**src/core/ccs_pkg.sv**
```systemverilog
/*
 * Shared constants and types of the conversion start/stop control block:
 * register byte addresses, field positions, reset values and the per-channel
 * control carrier.
 * Assumes a 32-bit APB with one aligned word per register.
 */
package ccs_pkg;

   // ==========================================================================
   // register map
   localparam logic [11:0] CCS_IDX_CTRL = 12'h009;
   localparam logic [11:0] CCS_IDX_CFG = 12'h00A;
   localparam logic [11:0] CCS_IDX_STAT = 12'h00B;
   localparam logic [11:0] CCS_ADDR_CTRL = 12'(CCS_IDX_CTRL * 4);
   localparam logic [11:0] CCS_ADDR_CFG = 12'(CCS_IDX_CFG * 4);
   localparam logic [11:0] CCS_ADDR_STAT = 12'(CCS_IDX_STAT * 4);

   // ==========================================================================
   // control register fields
   localparam int CCS_BIT_A_START = 14;
   localparam int CCS_BIT_B_START = 12;
   localparam int CCS_BIT_A_STOP = 10;
   localparam int CCS_BIT_B_STOP = 8;
   localparam int CCS_BIT_SEQ_START = 6;
   localparam int CCS_BIT_SEQ_STOP = 2;
   localparam logic [15:0] CCS_CTRL_RESET = 16'h0000;

   // ==========================================================================
   // configuration register fields
   localparam int CCS_BIT_A_CONT = 0;
   localparam int CCS_BIT_B_CONT = 1;
   localparam int CCS_BIT_A_EN = 2;
   localparam int CCS_BIT_B_EN = 3;
   localparam logic [3:0] CCS_CFG_RESET = 4'h0;

   // ==========================================================================
   // status register fields
   localparam int CCS_STAT_RUN_LSB = 0;
   localparam int CCS_STAT_PEND_LSB = 4;

   // ==========================================================================
   // channel numbering
   localparam int CCS_NCH = 3;
   localparam int CCS_CH_A = 0;
   localparam int CCS_CH_B = 1;
   localparam int CCS_CH_SEQ = 2;

   // one channel's request from the register file
   typedef struct packed {
      logic start_wr;
      logic stop_wr;
      logic continuous;
      logic enable;
   } ccs_req_t;

   // one channel's state
   typedef struct packed {
      logic start_r;
      logic run_r;
      logic pend_r;
   } ccs_chan_t;

   // register file state
   typedef struct packed {
      logic [3:0] cfg_r;
      logic [31:0] prdata_r;
      logic pslverr_r;
   } ccs_regs_t;

endpackage

```
**src/core/ccs_chan_ctl.sv**
```systemverilog
/*
 * Start/stop sequencing of one converter or sequencer channel.
 * Assumes done pulses for one cycle when the running conversion or
 * sequence finishes.
 */
`timescale 1ns/1ns
module ccs_chan_ctl (
   input wire logic pclk,
   input wire logic presetn,
   input wire ccs_pkg::ccs_req_t req,
   input wire logic done,
   output ccs_pkg::ccs_chan_t st
);

   ccs_pkg::ccs_chan_t st_r;
   ccs_pkg::ccs_chan_t st_nxt;

   // ==========================================================================
   // next state
   always_comb begin
      st_nxt = st_r;
      st_nxt.start_r = 1'b0;
      if (!req.enable) begin
         st_nxt.run_r = 1'b0;
         st_nxt.pend_r = 1'b0;
      end else if (req.start_wr) begin
         // start wins over stop and aborts the ongoing work
         st_nxt.start_r = 1'b1;
         st_nxt.run_r = req.continuous;
         st_nxt.pend_r = 1'b0;
      end else begin
         if (req.stop_wr && req.continuous && st_r.run_r) begin
            st_nxt.pend_r = 1'b1;
         end
         // stop lands when the work in progress completes
         if (done && (st_r.pend_r || (req.stop_wr && req.continuous))) begin
            st_nxt.run_r = 1'b0;
            st_nxt.pend_r = 1'b0;
         end
         if (!req.continuous) begin
            st_nxt.run_r = 1'b0;
            st_nxt.pend_r = 1'b0;
         end
      end
   end

   always_ff @(posedge pclk or negedge presetn) begin
      if (!presetn) begin
         st_r <= '0;
      end else begin
         st_r <= st_nxt;
      end
   end

   assign st = st_r;

endmodule

```
**src/core/ccs_top.sv**
```systemverilog
/*
 * Conversion start/stop control with its APB register file: control,
 * configuration and status registers, plus three channel sequencers for
 * two shunt converters and the multiplexed converter's channel sequence.
 * Assumes the converters pulse done when a conversion or a sequence ends,
 * and treat start as abort-and-restart.
 */
// Local design decisions: the placing of the registers and register access over APB.
`timescale 1ns/1ns

// Functional notes
// shunt A stop ends continuous run after conversion
// shunt A stop ignored in single-shot mode
// shunt A start beats stop in one write
// shunt A pending stop clears on finish or start
// shunt A start aborts and restarts conversions
// shunt B stop ends continuous run after conversion
// shunt B stop ignored in single-shot mode
// shunt B start beats stop in one write
// shunt B start aborts, restarts, clears stop
// shunt B start needs enable, reads zero
// sequence start restarts sequence, reads zero
// sequence stop waits for sequence end
// sequence start aborts and clears pending stop
// sequence start beats stop in one write
// reserved control bits read zero, ignore writes
module ccs_top (
   input wire logic pclk,
   input wire logic presetn,
   input wire logic psel,
   input wire logic penable,
   input wire logic pwrite,
   input wire logic [11:0] paddr,
   input wire logic [31:0] pwdata,
   output logic pready,
   output logic [31:0] prdata,
   output logic pslverr,
   input wire logic [2:0] chan_done,
   output logic [2:0] chan_start,
   output logic [2:0] chan_run
);

   ccs_pkg::ccs_regs_t rg_r;
   ccs_pkg::ccs_regs_t rg_nxt;
   ccs_pkg::ccs_req_t req [ccs_pkg::CCS_NCH];
   ccs_pkg::ccs_chan_t cst [ccs_pkg::CCS_NCH];
   logic setup;
   logic wr_acc;
   logic ctrl_wr;
   logic [2:0] start_bits;
   logic [2:0] stop_bits;
   logic [2:0] cont;
   logic [2:0] en;
   logic [2:0] pend;
   logic [2:0] run;

   // ==========================================================================
   // address decode
   function automatic logic addr_known(input logic [11:0] a);
      addr_known = (a == ccs_pkg::CCS_ADDR_CTRL) || (a == ccs_pkg::CCS_ADDR_CFG) ||
                   (a == ccs_pkg::CCS_ADDR_STAT);
   endfunction

   assign setup = psel && !penable;
   assign wr_acc = psel && penable && pwrite;
   assign ctrl_wr = wr_acc && (paddr == ccs_pkg::CCS_ADDR_CTRL);

   // only the six documented fields are looked at; the rest are dropped
   assign start_bits = {pwdata[ccs_pkg::CCS_BIT_SEQ_START],
                        pwdata[ccs_pkg::CCS_BIT_B_START],
                        pwdata[ccs_pkg::CCS_BIT_A_START]};
   assign stop_bits = {pwdata[ccs_pkg::CCS_BIT_SEQ_STOP],
                       pwdata[ccs_pkg::CCS_BIT_B_STOP],
                       pwdata[ccs_pkg::CCS_BIT_A_STOP]};

   // the sequencer always runs until told to stop
   assign cont = {1'b1, rg_r.cfg_r[ccs_pkg::CCS_BIT_B_CONT], rg_r.cfg_r[ccs_pkg::CCS_BIT_A_CONT]};
   assign en = {1'b1, rg_r.cfg_r[ccs_pkg::CCS_BIT_B_EN], rg_r.cfg_r[ccs_pkg::CCS_BIT_A_EN]};

   // ==========================================================================
   // channel sequencers
   generate
      for (genvar i = 0; i < ccs_pkg::CCS_NCH; i++) begin : g_ch
         always_comb begin
            req[i].start_wr = ctrl_wr && start_bits[i];
            req[i].stop_wr = ctrl_wr && stop_bits[i];
            req[i].continuous = cont[i];
            req[i].enable = en[i];
         end

         // start aborts and restarts; a pending stop completes on done
         ccs_chan_ctl u_ch (
            .pclk(pclk),
            .presetn(presetn),
            .req(req[i]),
            .done(chan_done[i]),
            .st(cst[i])
         );

         assign chan_start[i] = cst[i].start_r;
         assign chan_run[i] = cst[i].run_r;
         assign pend[i] = cst[i].pend_r;
         assign run[i] = cst[i].run_r;
      end
   endgenerate

   // ==========================================================================
   // register file
   always_comb begin
      rg_nxt = rg_r;
      if (wr_acc && (paddr == ccs_pkg::CCS_ADDR_CFG)) begin
         rg_nxt.cfg_r = pwdata[3:0];
      end
      if (setup) begin
         rg_nxt.prdata_r = 32'h0000_0000;
         rg_nxt.pslverr_r = !addr_known(paddr);
         if (!pwrite) begin
            unique case (paddr)
               ccs_pkg::CCS_ADDR_CTRL: begin
                  // start bits and reserved bits read zero
                  rg_nxt.prdata_r[ccs_pkg::CCS_BIT_A_STOP] = pend[ccs_pkg::CCS_CH_A];
                  rg_nxt.prdata_r[ccs_pkg::CCS_BIT_B_STOP] = pend[ccs_pkg::CCS_CH_B];
                  rg_nxt.prdata_r[ccs_pkg::CCS_BIT_SEQ_STOP] = pend[ccs_pkg::CCS_CH_SEQ];
               end
               ccs_pkg::CCS_ADDR_CFG: begin
                  rg_nxt.prdata_r[3:0] = rg_r.cfg_r;
               end
               ccs_pkg::CCS_ADDR_STAT: begin
                  rg_nxt.prdata_r[ccs_pkg::CCS_STAT_RUN_LSB +: 3] = run;
                  rg_nxt.prdata_r[ccs_pkg::CCS_STAT_PEND_LSB +: 3] = pend;
               end
               default: begin
                  rg_nxt.prdata_r = 32'h0000_0000;
               end
            endcase
         end
      end
   end

   always_ff @(posedge pclk or negedge presetn) begin
      if (!presetn) begin
         rg_r.cfg_r <= ccs_pkg::CCS_CFG_RESET;
         rg_r.prdata_r <= 32'h0000_0000;
         rg_r.pslverr_r <= 1'b0;
      end else begin
         rg_r <= rg_nxt;
      end
   end

   // zero wait states: data are latched in the setup cycle
   assign pready = 1'b1;
   assign prdata = rg_r.prdata_r;
   assign pslverr = rg_r.pslverr_r && psel && penable;

endmodule

```
**config.mk**
```make
export PLATFORM = sky130hd
export DESIGN_NAME = ccs_top
export DESIGN_NICKNAME = d
export VERILOG_FILES = /design/src/core/ccs_pkg.sv /design/src/core/ccs_chan_ctl.sv /design/src/core/ccs_top.sv
export SDC_FILE = /design/constraint.sdc
export NUM_CORES = 1
export LEC_CHECK = 0
export BUFFER_PORTS_ARGS = -buffer_cell sky130_fd_sc_hd__buf_2
export CAP_MARGIN = 10
export CORE_UTILIZATION = 45
export DETAILED_ROUTE_END_ITERATION = 12
export PLACE_DENSITY = 0.92
export SLEW_MARGIN = 0
export SYNTH_ARGS = -nofsm -noshare
export SYNTH_HDL_FRONTEND = slang
export SYNTH_SLANG_ARGS = --single-unit
```
**constraint.sdc**
```tcl
create_clock -name pclk -period 2 [get_ports pclk]
set_clock_uncertainty 0.2 [all_clocks]
set_input_delay 0.4 -clock pclk [delete_from_list [all_inputs] [get_ports pclk]]
set_output_delay 0.4 -clock pclk [all_outputs]
set_load 0.03 [all_outputs]
```
==> metrics.md, run 1 <==
| Metric | Value |
|---|---|
| FF-to-FF End | g_ch[0].u_ch.st[1] |
| Hold_sp | chan_done[2] |
| Via/cell ratio | roughly 5.0 |
| Failing checks | DRC |
| NumNets Final | 233 |
| Pint | roughly 580 µW |
| DR DRC count | 3 |
| Pins Over Slew Limit | 0 |
| Final setup margin | 106.9 ps |
| Clock Root Buffer | clkbuf_4 |
| Crit-path max FO | 4 |
| Internal reg-to-reg setup slack | between 600 and 700 ps |
| Reg2reg path depth | 2 |
| Psw | between 200 and 250 µW |
| Pwr per Cell Area | ~530 nW/µm² |
| Clock share of power | 0.261 |
| Min Hold Slack | between 50 and 60 ps |
| Placer Congestion | between 0.8 and 0.9 |
| Reg2reg start | g_ch[0].u_ch.st[0] |
| Clock tree buffer depth | 2 |
| CP required | 2010 ps |
| Global Route Usage Sum | 0.1576 |
| Crit-path max cell delay | about 550 ps |
| RSZ-0062 raised after global routing | false |
| Grt ovf | 0 |
| Routed WL per cell | between 10 and 15 µm |
| CP top delay family | simple AND/OR/NAND/NOR gates |
| Placed Area | about 1500 µm² |
| Crit-path cells | buf_2 > or4b_4 > buf_4 > nor4_2 > o21ai_0 > mux2_2 |
| CTS tree | built |
| Max cap viols | 0 |
| Combinational power share | 0.166 |
| Core area | 2853 µm² |
| Reg power frac | 0.573 |
| Die height | approximately 58 µm |
| Fraction of layout cells with a size suffix above 1 | 0.3944 |
| Worst Hold Class | input port to flip-flop |
| Antenna Cells | 0 |
| FF+latch count, synth | 23 |
| Status | finished with violations |
| Number of buffers added on ports | 44 |
| Synth-to-layout area growth | 10.19% |
| Ys Warns | 0 |
| Via count of the first global-routing pass | 915 |
| Crit-path slowest cell | or4b_4 |
| Syn Std Cell Area | about 1400 µm² |
| Sw Share | 0.2898 |
| Initial antenna violation count | 0 |
| Global-route wire length before repair | between 4000 and 5000 µm |
| Worst Path Arrival | ~1900 ps |
| Crit path buf inv count | 2 |
| WHS Endpoint | g_ch[2].u_ch.st[0] |
| Number of flops mapped to enable cells by yosys | 0 |
| Final worst path period share | 0.9466 |
| Clock latency on the worst-skew pair | roughly 310 ps |
| H-tree levels | 1 |
| FMAX | between 0.5 and 0.6 GHz |
| Sequential cell area fraction in the yosys report | 0.4111 |
| Starting Density | 0.4908 |
| Synth unique cells | 36 |
| Die Area | ~3300 µm² |
| Pleak | around 0.81 nW |
| Final Setup Violations | 0 |
| Final-layout fill cell count | 275 |
| Synth Instances | between 100 and 150 |
| Die width | just under 60 µm |
| Final WL | 2482 µm |
| Syn Area/Cell | just under 10 µm² |
| DRT iter0 DRCs | 24 |
| Largest net degree at the start of global routing | 24 |
| Critical path class | input port to flip-flop |
| Design Area, Final | about 1500 µm² |
| First-pass DRT Iterations | 10 |
| Num CTS Buffers | 3 |
| Row cnt | 19 |
| Crit path time final | 1893 ps |
| Total number of vias | approximately 1.0k |
| HPWL after DPL | 2020 µm |
| Clk sinks | 23 |
| Post-synth ARST share | 1.000 |
| Ys flop type | dfrtp_1 |
| Final Hold Fails | 0 |
| Post-CTS setup buffers | 0 |
| CP Capture Type | flip-flop |
| Design Power | slightly above 800 µW |
| Top Ports | 92 |
| Worst IR drop on VDD | a little under 0.5 mV |
| Reg clk slew, reported paths | about 120 ps |
| Hold path depth | 2 |
| Worst Setup Start Kind | input port |
| Remaining antenna violation count | 0 |
| Dpl ws | -241.0 ps |
-- cell type report --
cell class / count / area [µm²] / area share
Clock buffer: 3 / 22.52 / 0.01460
Clock inverter: 1 / 5.005 / 0.003244
Inverter: 1 / 3.754 / 0.002433
Multi-Input combinational cell: 99 / 606.8 / 0.3933
Sequential cell: 23 / 575.6 / 0.3731
Tap cell: 31 / 38.79 / 0.02514
Timing Repair Buffer: 53 / 290.3 / 0.1882
-- stage by stage --
stage	setup TNS, ps	utilization	instances
after detailed placement	-3695	0.5237	206
after floorplan	-95.01	-	165
after global placement	-3386	0.5237	206
after global routing	0	0.5408	211
after CTS	0	0.5368	211
final	0	0.5408	211
-- kinds of logic after synthesis --
family,Yosys count,synth area share
simple gates,47,0.2118
buf+inv,43,0.2225
flops,23,0.4111
compound gates,21,0.09474
mux,7,0.05451
other cells,2,0.005364
-- cell usage after synthesis, types with 2 or more instances --
library cell	n	share of area
a31oi_1	3	0.013
nand2b_1	2	0.0089
nor3_1	2	0.0071
nor4_2	2	0.018
buf_4	40	0.21
or3b_2	2	0.013
conb_1	2	0.0054
nor2b_1	2	0.0089
nor4b_1	2	0.013
nand2_1	15	0.040
o21ai_0	10	0.036
mux2_2	5	0.040
nand3_1	2	0.0071
and3_1	5	0.022
mux2i_1	2	0.014
dfrtp_1	23	0.41
nor2_1	3	0.0080
a22o_1	2	0.013
clkbuf_1	2	0.0054
-- sequential cells by signal (all words and copies together), names as in the netlist --
register / flops
g_ch.u_ch.st: 9
rg_r: 1
en: 2
prdata: 9
cont: 2
-- power by group through the flow --
| stage | sequential, mW | combinational, mW | clock, mW |
|---|---|---|---|
| after floorplan | 0.474 | 0.115 | 0 |
| after global placement | 0.474 | 0.131 | 0 |
| after detailed placement | 0.474 | 0.133 | 0 |
| after CTS | 0.465 | 0.134 | 0.225 |
| after global routing | 0.465 | 0.146 | 0.240 |
| final | 0.465 | 0.135 | 0.212 |
-- worst reg2reg max path, cell delays in order, from the launching register on --
cell and delay, ps:
dfrtp_1 460, or3b_2 480, a31oi_1 160
-- worst max-delay path by stage --
stage,slack [ps],endpoint,start,cells past startpoint
floorplan,-100,g_ch[2].u_ch.st[1],paddr[3],5
global placement,-230,g_ch[1].u_ch.st[0],paddr[3],6
global route,10,g_ch[1].u_ch.st[0],paddr[3],6
finish,110,rg_r[0],paddr[4],6
detailed placement,-240,prdata[3],paddr[4],6
CTS,90,prdata[3],paddr[4],6
-- cells in the final DEF (no fill, tap or decap), types with 3 or more instances in the layout --
| cell | synthesis | final |
|---|---|---|
| a31oi_1 | 3 | 3 |
| and3_1 | 5 | 5 |
| buf_2 | 0 | 44 |
| buf_4 | 40 | 8 |
| clkbuf_4 | 0 | 3 |
| conb_1 | 2 | 24 |
| dfrtp_1 | 23 | 23 |
| mux2_2 | 5 | 5 |
| nand2_1 | 15 | 15 |
| nor2_1 | 3 | 3 |
| o21ai_0 | 10 | 10 |
-- metal layers --
layer,wire [µm],up-vias,track usage
li1,-,511,-
met4,23,0,0.04082
met1,1062,493,0.1919
met2,1233,41,0.2708
met5,0,-,0
met3,162,4,0.05134
-- repair_timing --
action	4_1_cts	5_1_grt
endpoints found under the setup margin	0	5
gates resized for setup	0	2
hold buffers	1	0
endpoints found under the hold margin	23	0
Note: power is estimated with default switching activity, not from simulation.
==> run 2: changes to the inputs <==
- BUFFER_PORTS_ARGS: -buffer_cell sky130_fd_sc_hd__buf_2 -> unset
- CORE_UTILIZATION: 45 -> 66
- DONT_BUFFER_PORTS: unset -> 1
- PLACE_DENSITY: 0.92 -> 0.89
==> run 2 against run 1 <==
  * The run now ends clean
  * Routed wire length is 1.7% higher
  * Critical path depth is 1 lower
  * Count of clock-buffer cells in the layout is 1 higher
  * Highest routed layer unchanged
  * Power is 5.3% lower
  * Largest cell class unchanged
  * Die area is 31% lower
==> metrics.md, run 2 (same netlist as run 1, synthesis figures left out) <==
| Metric | Value |
|---|---|
| Initial antenna violation count | 0 (unchanged) |
| Status | finished, final reports clean |
| Clock Root Buffer | clkbuf_4 |
| Leading cell type in the layout, fill and taps excluded | conb_1 |
| Pint | 557.9 µW (-3.3%) |
| Top Ports | 92 (unchanged) |
| RSZ-0062 raised after global routing | false |
| Worst Hold Class | input port to flip-flop |
| Die height | 48.06 µm (-17%) |
| H-tree levels | 1 (unchanged) |
| Crit-path max cell delay | 540 ps (about the same) |
| DP Cell Count | 156 (-24%) |
| DRT iter0 DRCs | 20 (-17%) |
| Via count of the first global-routing pass | 894 (-2.3%) |
| Global-route wire length before repair | 3960 µm (-1.2%) |
| Post-CTS setup buffers | 0 (unchanged) |
| Total negative setup slack | 0 ps (unchanged) |
| Final WL | 2523 µm (+1.7%) |
| Remaining antenna violation count | 0 (unchanged) |
| Worst Setup Start Kind | input port |
| Pwr per Cell Area | 579.2 nW/µm² (+10%) |
| Slew margin rel. | 0.3440 |
| Largest net degree at the start of global routing | 24 (unchanged) |
| Reg clk slew, reported paths | 120 ps (about the same) |
| Global Route Usage Sum | 0.2510 (+0.09336) |
| Die Area | 2310 µm² (-31%) |
| Final core utilization | 0.6698 (+0.1290) |
| Num CTS Buffers | 3 (unchanged) |
| Pleak | 0.6091 nW (-24%) |
| Max cap viols | 0 (unchanged) |
| Clk sinks | 23 (unchanged) |
| Final Setup Violations | 0 (unchanged) |
| Placer Congestion | 0.8077 (-1.5%) |
| Most frequent cells in the layout | conb_1, dfrtp_1, nand2_1, o21ai_0 |
| Critical path class | input port to flip-flop |
| Grt ovf | 0 (unchanged) |
| Design Power | 768.9 µW (-5.3%) |
| CTS tree | built |
| Sw Share | 0.2745 (-0.01534) |
| FMAX | 0.5402 GHz (+2.3%) |
| Core area | 1982 µm² (-31%) |
| HPWL after DPL | 1963 µm (-2.8%) |
| Row cnt | 16 (-3) |
| CP required | 2010 ps (about the same) |
| DR DRC count | 0 (-3) |
| Worst Path Arrival | 1860 ps (-40 ps) |
| Total number of vias | 936 (-11%) |
| Clock share of power | 0.272 (+0.011) |
| Combinational power share | 0.123 (-0.043) |
| Routed WL per cell | 15.48 µm (+32%) |
| Crit path time final | 1851 ps (-42.02 ps) |
| Crit-path max FO | 4 (unchanged) |
| Finished Layout Cells | 163 (-23%) |
| Final worst path period share | 0.9256 (-0.02101) |
| Measured slew at the worst slew-check pin | 980.8 ps |
| Clock tree buffer depth | 2 (unchanged) |
| Via/cell ratio | 5.742 (+16%) |
| Worst IR drop on VDD | 0.3769 mV (-24%) |
| Number of buffers added on ports | 0 (-100%) |
| Pins Over Slew Limit | 0 (unchanged) |
| Crit-path cells | or4b_4 > buf_4 > nor4_2 > o21ai_0 > mux2_2 |
| Clock latency on the worst-skew pair | 310 ps (about the same) |
| First-pass DRT Iterations | 4 (-6) |
| Synth-to-layout area growth | -5.183% |
| Antenna Cells | 0 (unchanged) |
| Min Hold Slack | 29.69 ps (-21.18 ps) |
| Starting Density | 0.7064 (+0.2156) |
| Reg power frac | 0.605 (+0.032) |
| NumNets Final | 189 (-19%) |
| CP Capture Type | flip-flop |
| Crit-path slowest cell | or4b_4 |
| Die width | 48.06 µm (-17%) |
| Final Hold Fails | 0 (unchanged) |
| Fraction of layout cells with a size suffix above 1 | 0.1691 (-0.2253) |
| Psw | 211.1 µW (-10%) |
[run 2: cell types whose count changed in the layout (fill, tap and decap cells not counted)]
| cell | change |
|---|---|
| clkinv_2 | -1 |
| buf_4 | -3 |
| clkbuf_1 | +1 |
| buf_12 | +1 |
| buf_2 | -44 |
| dlygate4sd3_1 | +2 |
| nor4b_1 | +1 |
| nor4b_2 | -1 |
[run 2: area by class of cell]
type	instances	area (µm²)
timing repair buffer	9	87.58
clock buffer	4	26.28
inverter	1	3.754
sequential	23	575.6
multi-input combinational	99	600.6
tap	27	33.78
fill	145	654.4
[run 2: metrics by stage]
stage          cell area [µm²]  setup WS, ps
2_1_floorplan             1483        -95.01
3_3_place_gp              1266        -117.4
3_5_place_dp              1266        -174.6
4_1_cts                   1323         162.4
5_1_grt                   1328         39.73
6_report                  1328         148.9
[run 2: layer usage]
layer  track usage  routed length (µm)
met4        0.1333                  72
met5             0                   0
met1        0.3119                 982
met2        0.4000                1271
met3       0.06415                 197
[run 2: power by group through the flow]
stage                     Sequential [mW]  Combinational (mW)  Clock (mW)
after floorplan                     0.474               0.115           0
after global placement              0.474              0.0795           0
after detailed placement            0.474              0.0803           0
after CTS                           0.465              0.0939       0.218
after global routing                0.465               0.103       0.235
final                               0.465              0.0944       0.209
[run 2: final timing paths]
kind | start | to | slack [ps] | cells after the start
setup / recovery | paddr[4] | rg_r[0] | 150 | 5
hold / removal | paddr[2] | prdata[5] | 30 | 2
setup reg to reg | g_ch[0].u_ch.st[1] | g_ch[0].u_ch.st[1] | 470 | 2
hold reg to reg | rg_r[0] | rg_r[0] | 320 | 1
max in group asynchronous | presetn | g_ch[1].u_ch.st[2] | 520 | 1
min in group asynchronous | presetn | prdata[6] | 480 | 1
[run 2: what timing repair did]
item,in CTS,in global routing
hold endpoints to repair,25,0
resized for setup,0,1
hold buffers,3,0
endpoints found under the setup margin,0,1
[run 2: critical path: cells and delay by family]
| kind | cells | cell delay (ps) |
|---|---|---|
| mux | 1 | 280 |
| simple gates | 2 | 860 |
| compound gates | 1 | 170 |
| buf+inv | 1 | 150 |
==> run 3: changes to the inputs <==
- CELL_PAD_IN_SITES_DETAIL_PLACEMENT: unset -> 2
- CELL_PAD_IN_SITES_GLOBAL_PLACEMENT: unset -> 2
- CORE_UTILIZATION: 66 -> 30
- PLACE_DENSITY: 0.89 -> 0.8
- clock period: 2 -> 1.5 ns (I/O delays scaled with it)
==> run 3 against run 2 <==
  * The flow now finishes with violations (setup timing)
  * Via count grew 4.5%
  * Final area is 18% higher
  * Sequential share of layout area fell by 6.5 points
  * First-iteration DRC count rose by 10%
  * Worst setup slack got worse by 370 ps
  * Combinational power grew 57%
  * Global-route usage decreased by 10 points
  * Routed wire length increased by 39%
  * Non-clock buffer count up 11
==> metrics.md, run 3 (same netlist as run 1, synthesis figures left out) <==
| Metric | Value |
|---|---|
| Status | finished with violations |
| Failing checks | setup timing |
| FMAX | 0.5816 GHz |
| Num CTS Buffers | 3 (unchanged) |
| CP required | 1450 ps (-560 ps) |
| Hold_sp | pwdata[14] |
| Number of buffers added on ports | 0 (unchanged) |
| Pint | 842.1 µW (+51%) |
| Crit-path cells | or4b_4 > nor3_2 > and4bb_2 > mux2_4 |
| H-tree levels | 1 (unchanged) |
| Pleak | 0.7039 nW (+16%) |
| Die height | 70.32 µm (+46%) |
| Crit-path max cell delay | 560 ps (+20 ps) |
| Top Ports | 92 (unchanged) |
| Starting Density | 0.3172 (-0.3893) |
| Reg2reg start | g_ch[1].u_ch.st[0] |
| Worst IR drop on VDD | 0.2584 mV (-31%) |
| Clock latency on the worst-skew pair | 260 ps (-50 ps) |
| Final setup margin | -219.5 ps (-368.4 ps) |
| Remaining antenna violation count | 0 (unchanged) |
| Grt ovf | 0 (unchanged) |
| Via count of the first global-routing pass | 1043 (+17%) |
| DR DRC count | 0 (unchanged) |
| Fraction of layout cells with a size suffix above 1 | 0.2585 (+0.08939) |
| Design Area, Final | 1560 µm² (+18%) |
| Crit-path max FO | 4 (unchanged) |
| First-pass DRT Iterations | 2 (-2) |
| Die width | 70.32 µm (+46%) |
| Reg2reg path depth | 2 (unchanged) |
| Antenna Cells | 0 (unchanged) |
| Hold path depth | 2 (unchanged) |
| Internal reg-to-reg setup slack | 120 ps (-350 ps) |
| Clock tree buffer depth | 2 (unchanged) |
| WHS Endpoint | g_ch[0].u_ch.st[1] |
| HPWL after DPL | 2682 µm (+37%) |
| Final Hold Fails | 0 (unchanged) |
| Reg power frac | 0.536 (-0.069) |
| DRT iter0 DRCs | 22 (+10%) |
| NumNets Final | 200 (+5.8%) |
| Die Area | 4944 µm² (+110%) |
| Leading cell type in the layout, fill and taps excluded | conb_1 |
| CTS tree | built |
| Dpl ws | -652.3 ps (-477.7 ps) |
| Min Hold Slack | 10.91 ps (-18.78 ps) |
| Pwr per Cell Area | 740.6 nW/µm² (+28%) |
| Worst Hold Class | input port to flip-flop |
| Placer Congestion | 0.8159 (+1.0%) |
| Pins Over Slew Limit | 0 (unchanged) |
| Reg clk slew, reported paths | 80 ps (-40 ps) |
| Crit path time final | roughly 1700 ps |
| Final WL | 3503 µm (+39%) |
| Largest net degree at the start of global routing | 24 (unchanged) |
| Synth-to-layout area growth | 11.44% |
| Final worst path period share | 1.146 |
| Initial antenna violation count | 0 (unchanged) |
| Clock share of power | 0.336 (+0.064) |
| Clk sinks | 23 (unchanged) |
| Global Route Usage Sum | 0.1461 (-0.1049) |
| Slew margin rel. | 0.3034 (-0.04059) |
| Crit-path slowest cell | or4b_4 |
| Core area | 4414 µm² (+120%) |
| Final Setup Violations | 23 (+23) |
| CP Capture Type | flip-flop |
| Sw Share | 0.2713 (-0.003236) |
| Placed Area | 1324 µm² (+4.5%) |
| Max cap viols | 0 (unchanged) |
| Measured slew at the worst slew-check pin | 1045 ps (+64.11 ps) |
| RSZ-0062 raised after global routing | true |
| Crit path buf inv count | 0 (-1) |
| Worst Setup Start Kind | input port |
| Critical path class | input port to flip-flop |
| Global-route wire length before repair | 5457 µm (+38%) |
| FF-to-FF End | g_ch[1].u_ch.st[1] |
| Final core utilization | 0.3535 (-0.3164) |
| Most frequent cells in the layout | conb_1, dfrtp_1, nand2_1, dlygate4sd3_1, buf_4 |
| Routed WL per cell | 17.60 µm (+14%) |
| CP top delay family | simple AND/OR/NAND/NOR gates |
| Combinational power share | 0.128 (+0.005) |
| Total number of vias | 978 (+4.5%) |
| Via/cell ratio | 4.915 (-14%) |
| Psw | 313.4 µW (+49%) |
| Clock Root Buffer | clkbuf_8 |
| Worst Path Arrival | 1670 ps (-190 ps) |
| Row cnt | 24 (+8) |
run 3: through the flow:
stage	instances	total power [mW]	setup TNS, ps
final	199	1.156	-2785
after global routing	199	1.191	-3842
after CTS	198	1.167	-5602
after detailed placement	183	0.7403	-11610
after global placement	183	0.7388	-9575
after floorplan	165	0.7858	-6747
run 3: final cells by class:
class                      count  area [µm²]
tap                           52       65.06
timing repair buffer          20       193.9
clock buffer                   4       45.04
inverter                       1       3.754
fill                         484        2854
sequential                    23       575.6
multi-input combinational     99       676.9
run 3: layer usage:
layer  GRT usage  part of all wire  wire length [µm]
met5           0                 0                 0
met4     0.06222             0.015                53
met3     0.03319             0.073               255
met2      0.2656              0.53              1865
met1      0.1605              0.38              1329
run 3: power by group through the flow:
| stage | sequential [mW] | clock, mW | combinational (mW) |
|---|---|---|---|
| floorplan | 0.632 | 0 | 0.154 |
| CTS | 0.620 | 0.401 | 0.146 |
| detailed placement | 0.632 | 0 | 0.108 |
| global route | 0.620 | 0.414 | 0.157 |
| finish | 0.620 | 0.388 | 0.148 |
| global placement | 0.632 | 0 | 0.106 |
run 3: worst max path at each step:
stage | endpoint | slack (ps) | from | cells after the start
after global routing | g_ch[0].u_ch.st[0] | -300 | paddr[9] | 6
after CTS | cont[0] | -220 | paddr[4] | 4
after floorplan | g_ch[2].u_ch.st[1] | -490 | paddr[3] | 5
after global placement | g_ch[2].u_ch.st[1] | -490 | paddr[3] | 5
after detailed placement | prdata[0] | -650 | paddr[9] | 4
final | cont[0] | -220 | paddr[4] | 4
run 3: timing repair:
action                                  CTS  global route
resized for setup                        15            10
endpoints found under the hold margin    34             0
pin swaps                                 8             2
setup buffers                             1             1
endpoints found under the setup margin   23            46
hold buffers                             10             0
run 3: worst register-to-register path, stage by stage, from the launching register on:
cell	delay, ps
dfrtp_1	430
or3b_2	490
a31oi_1	180
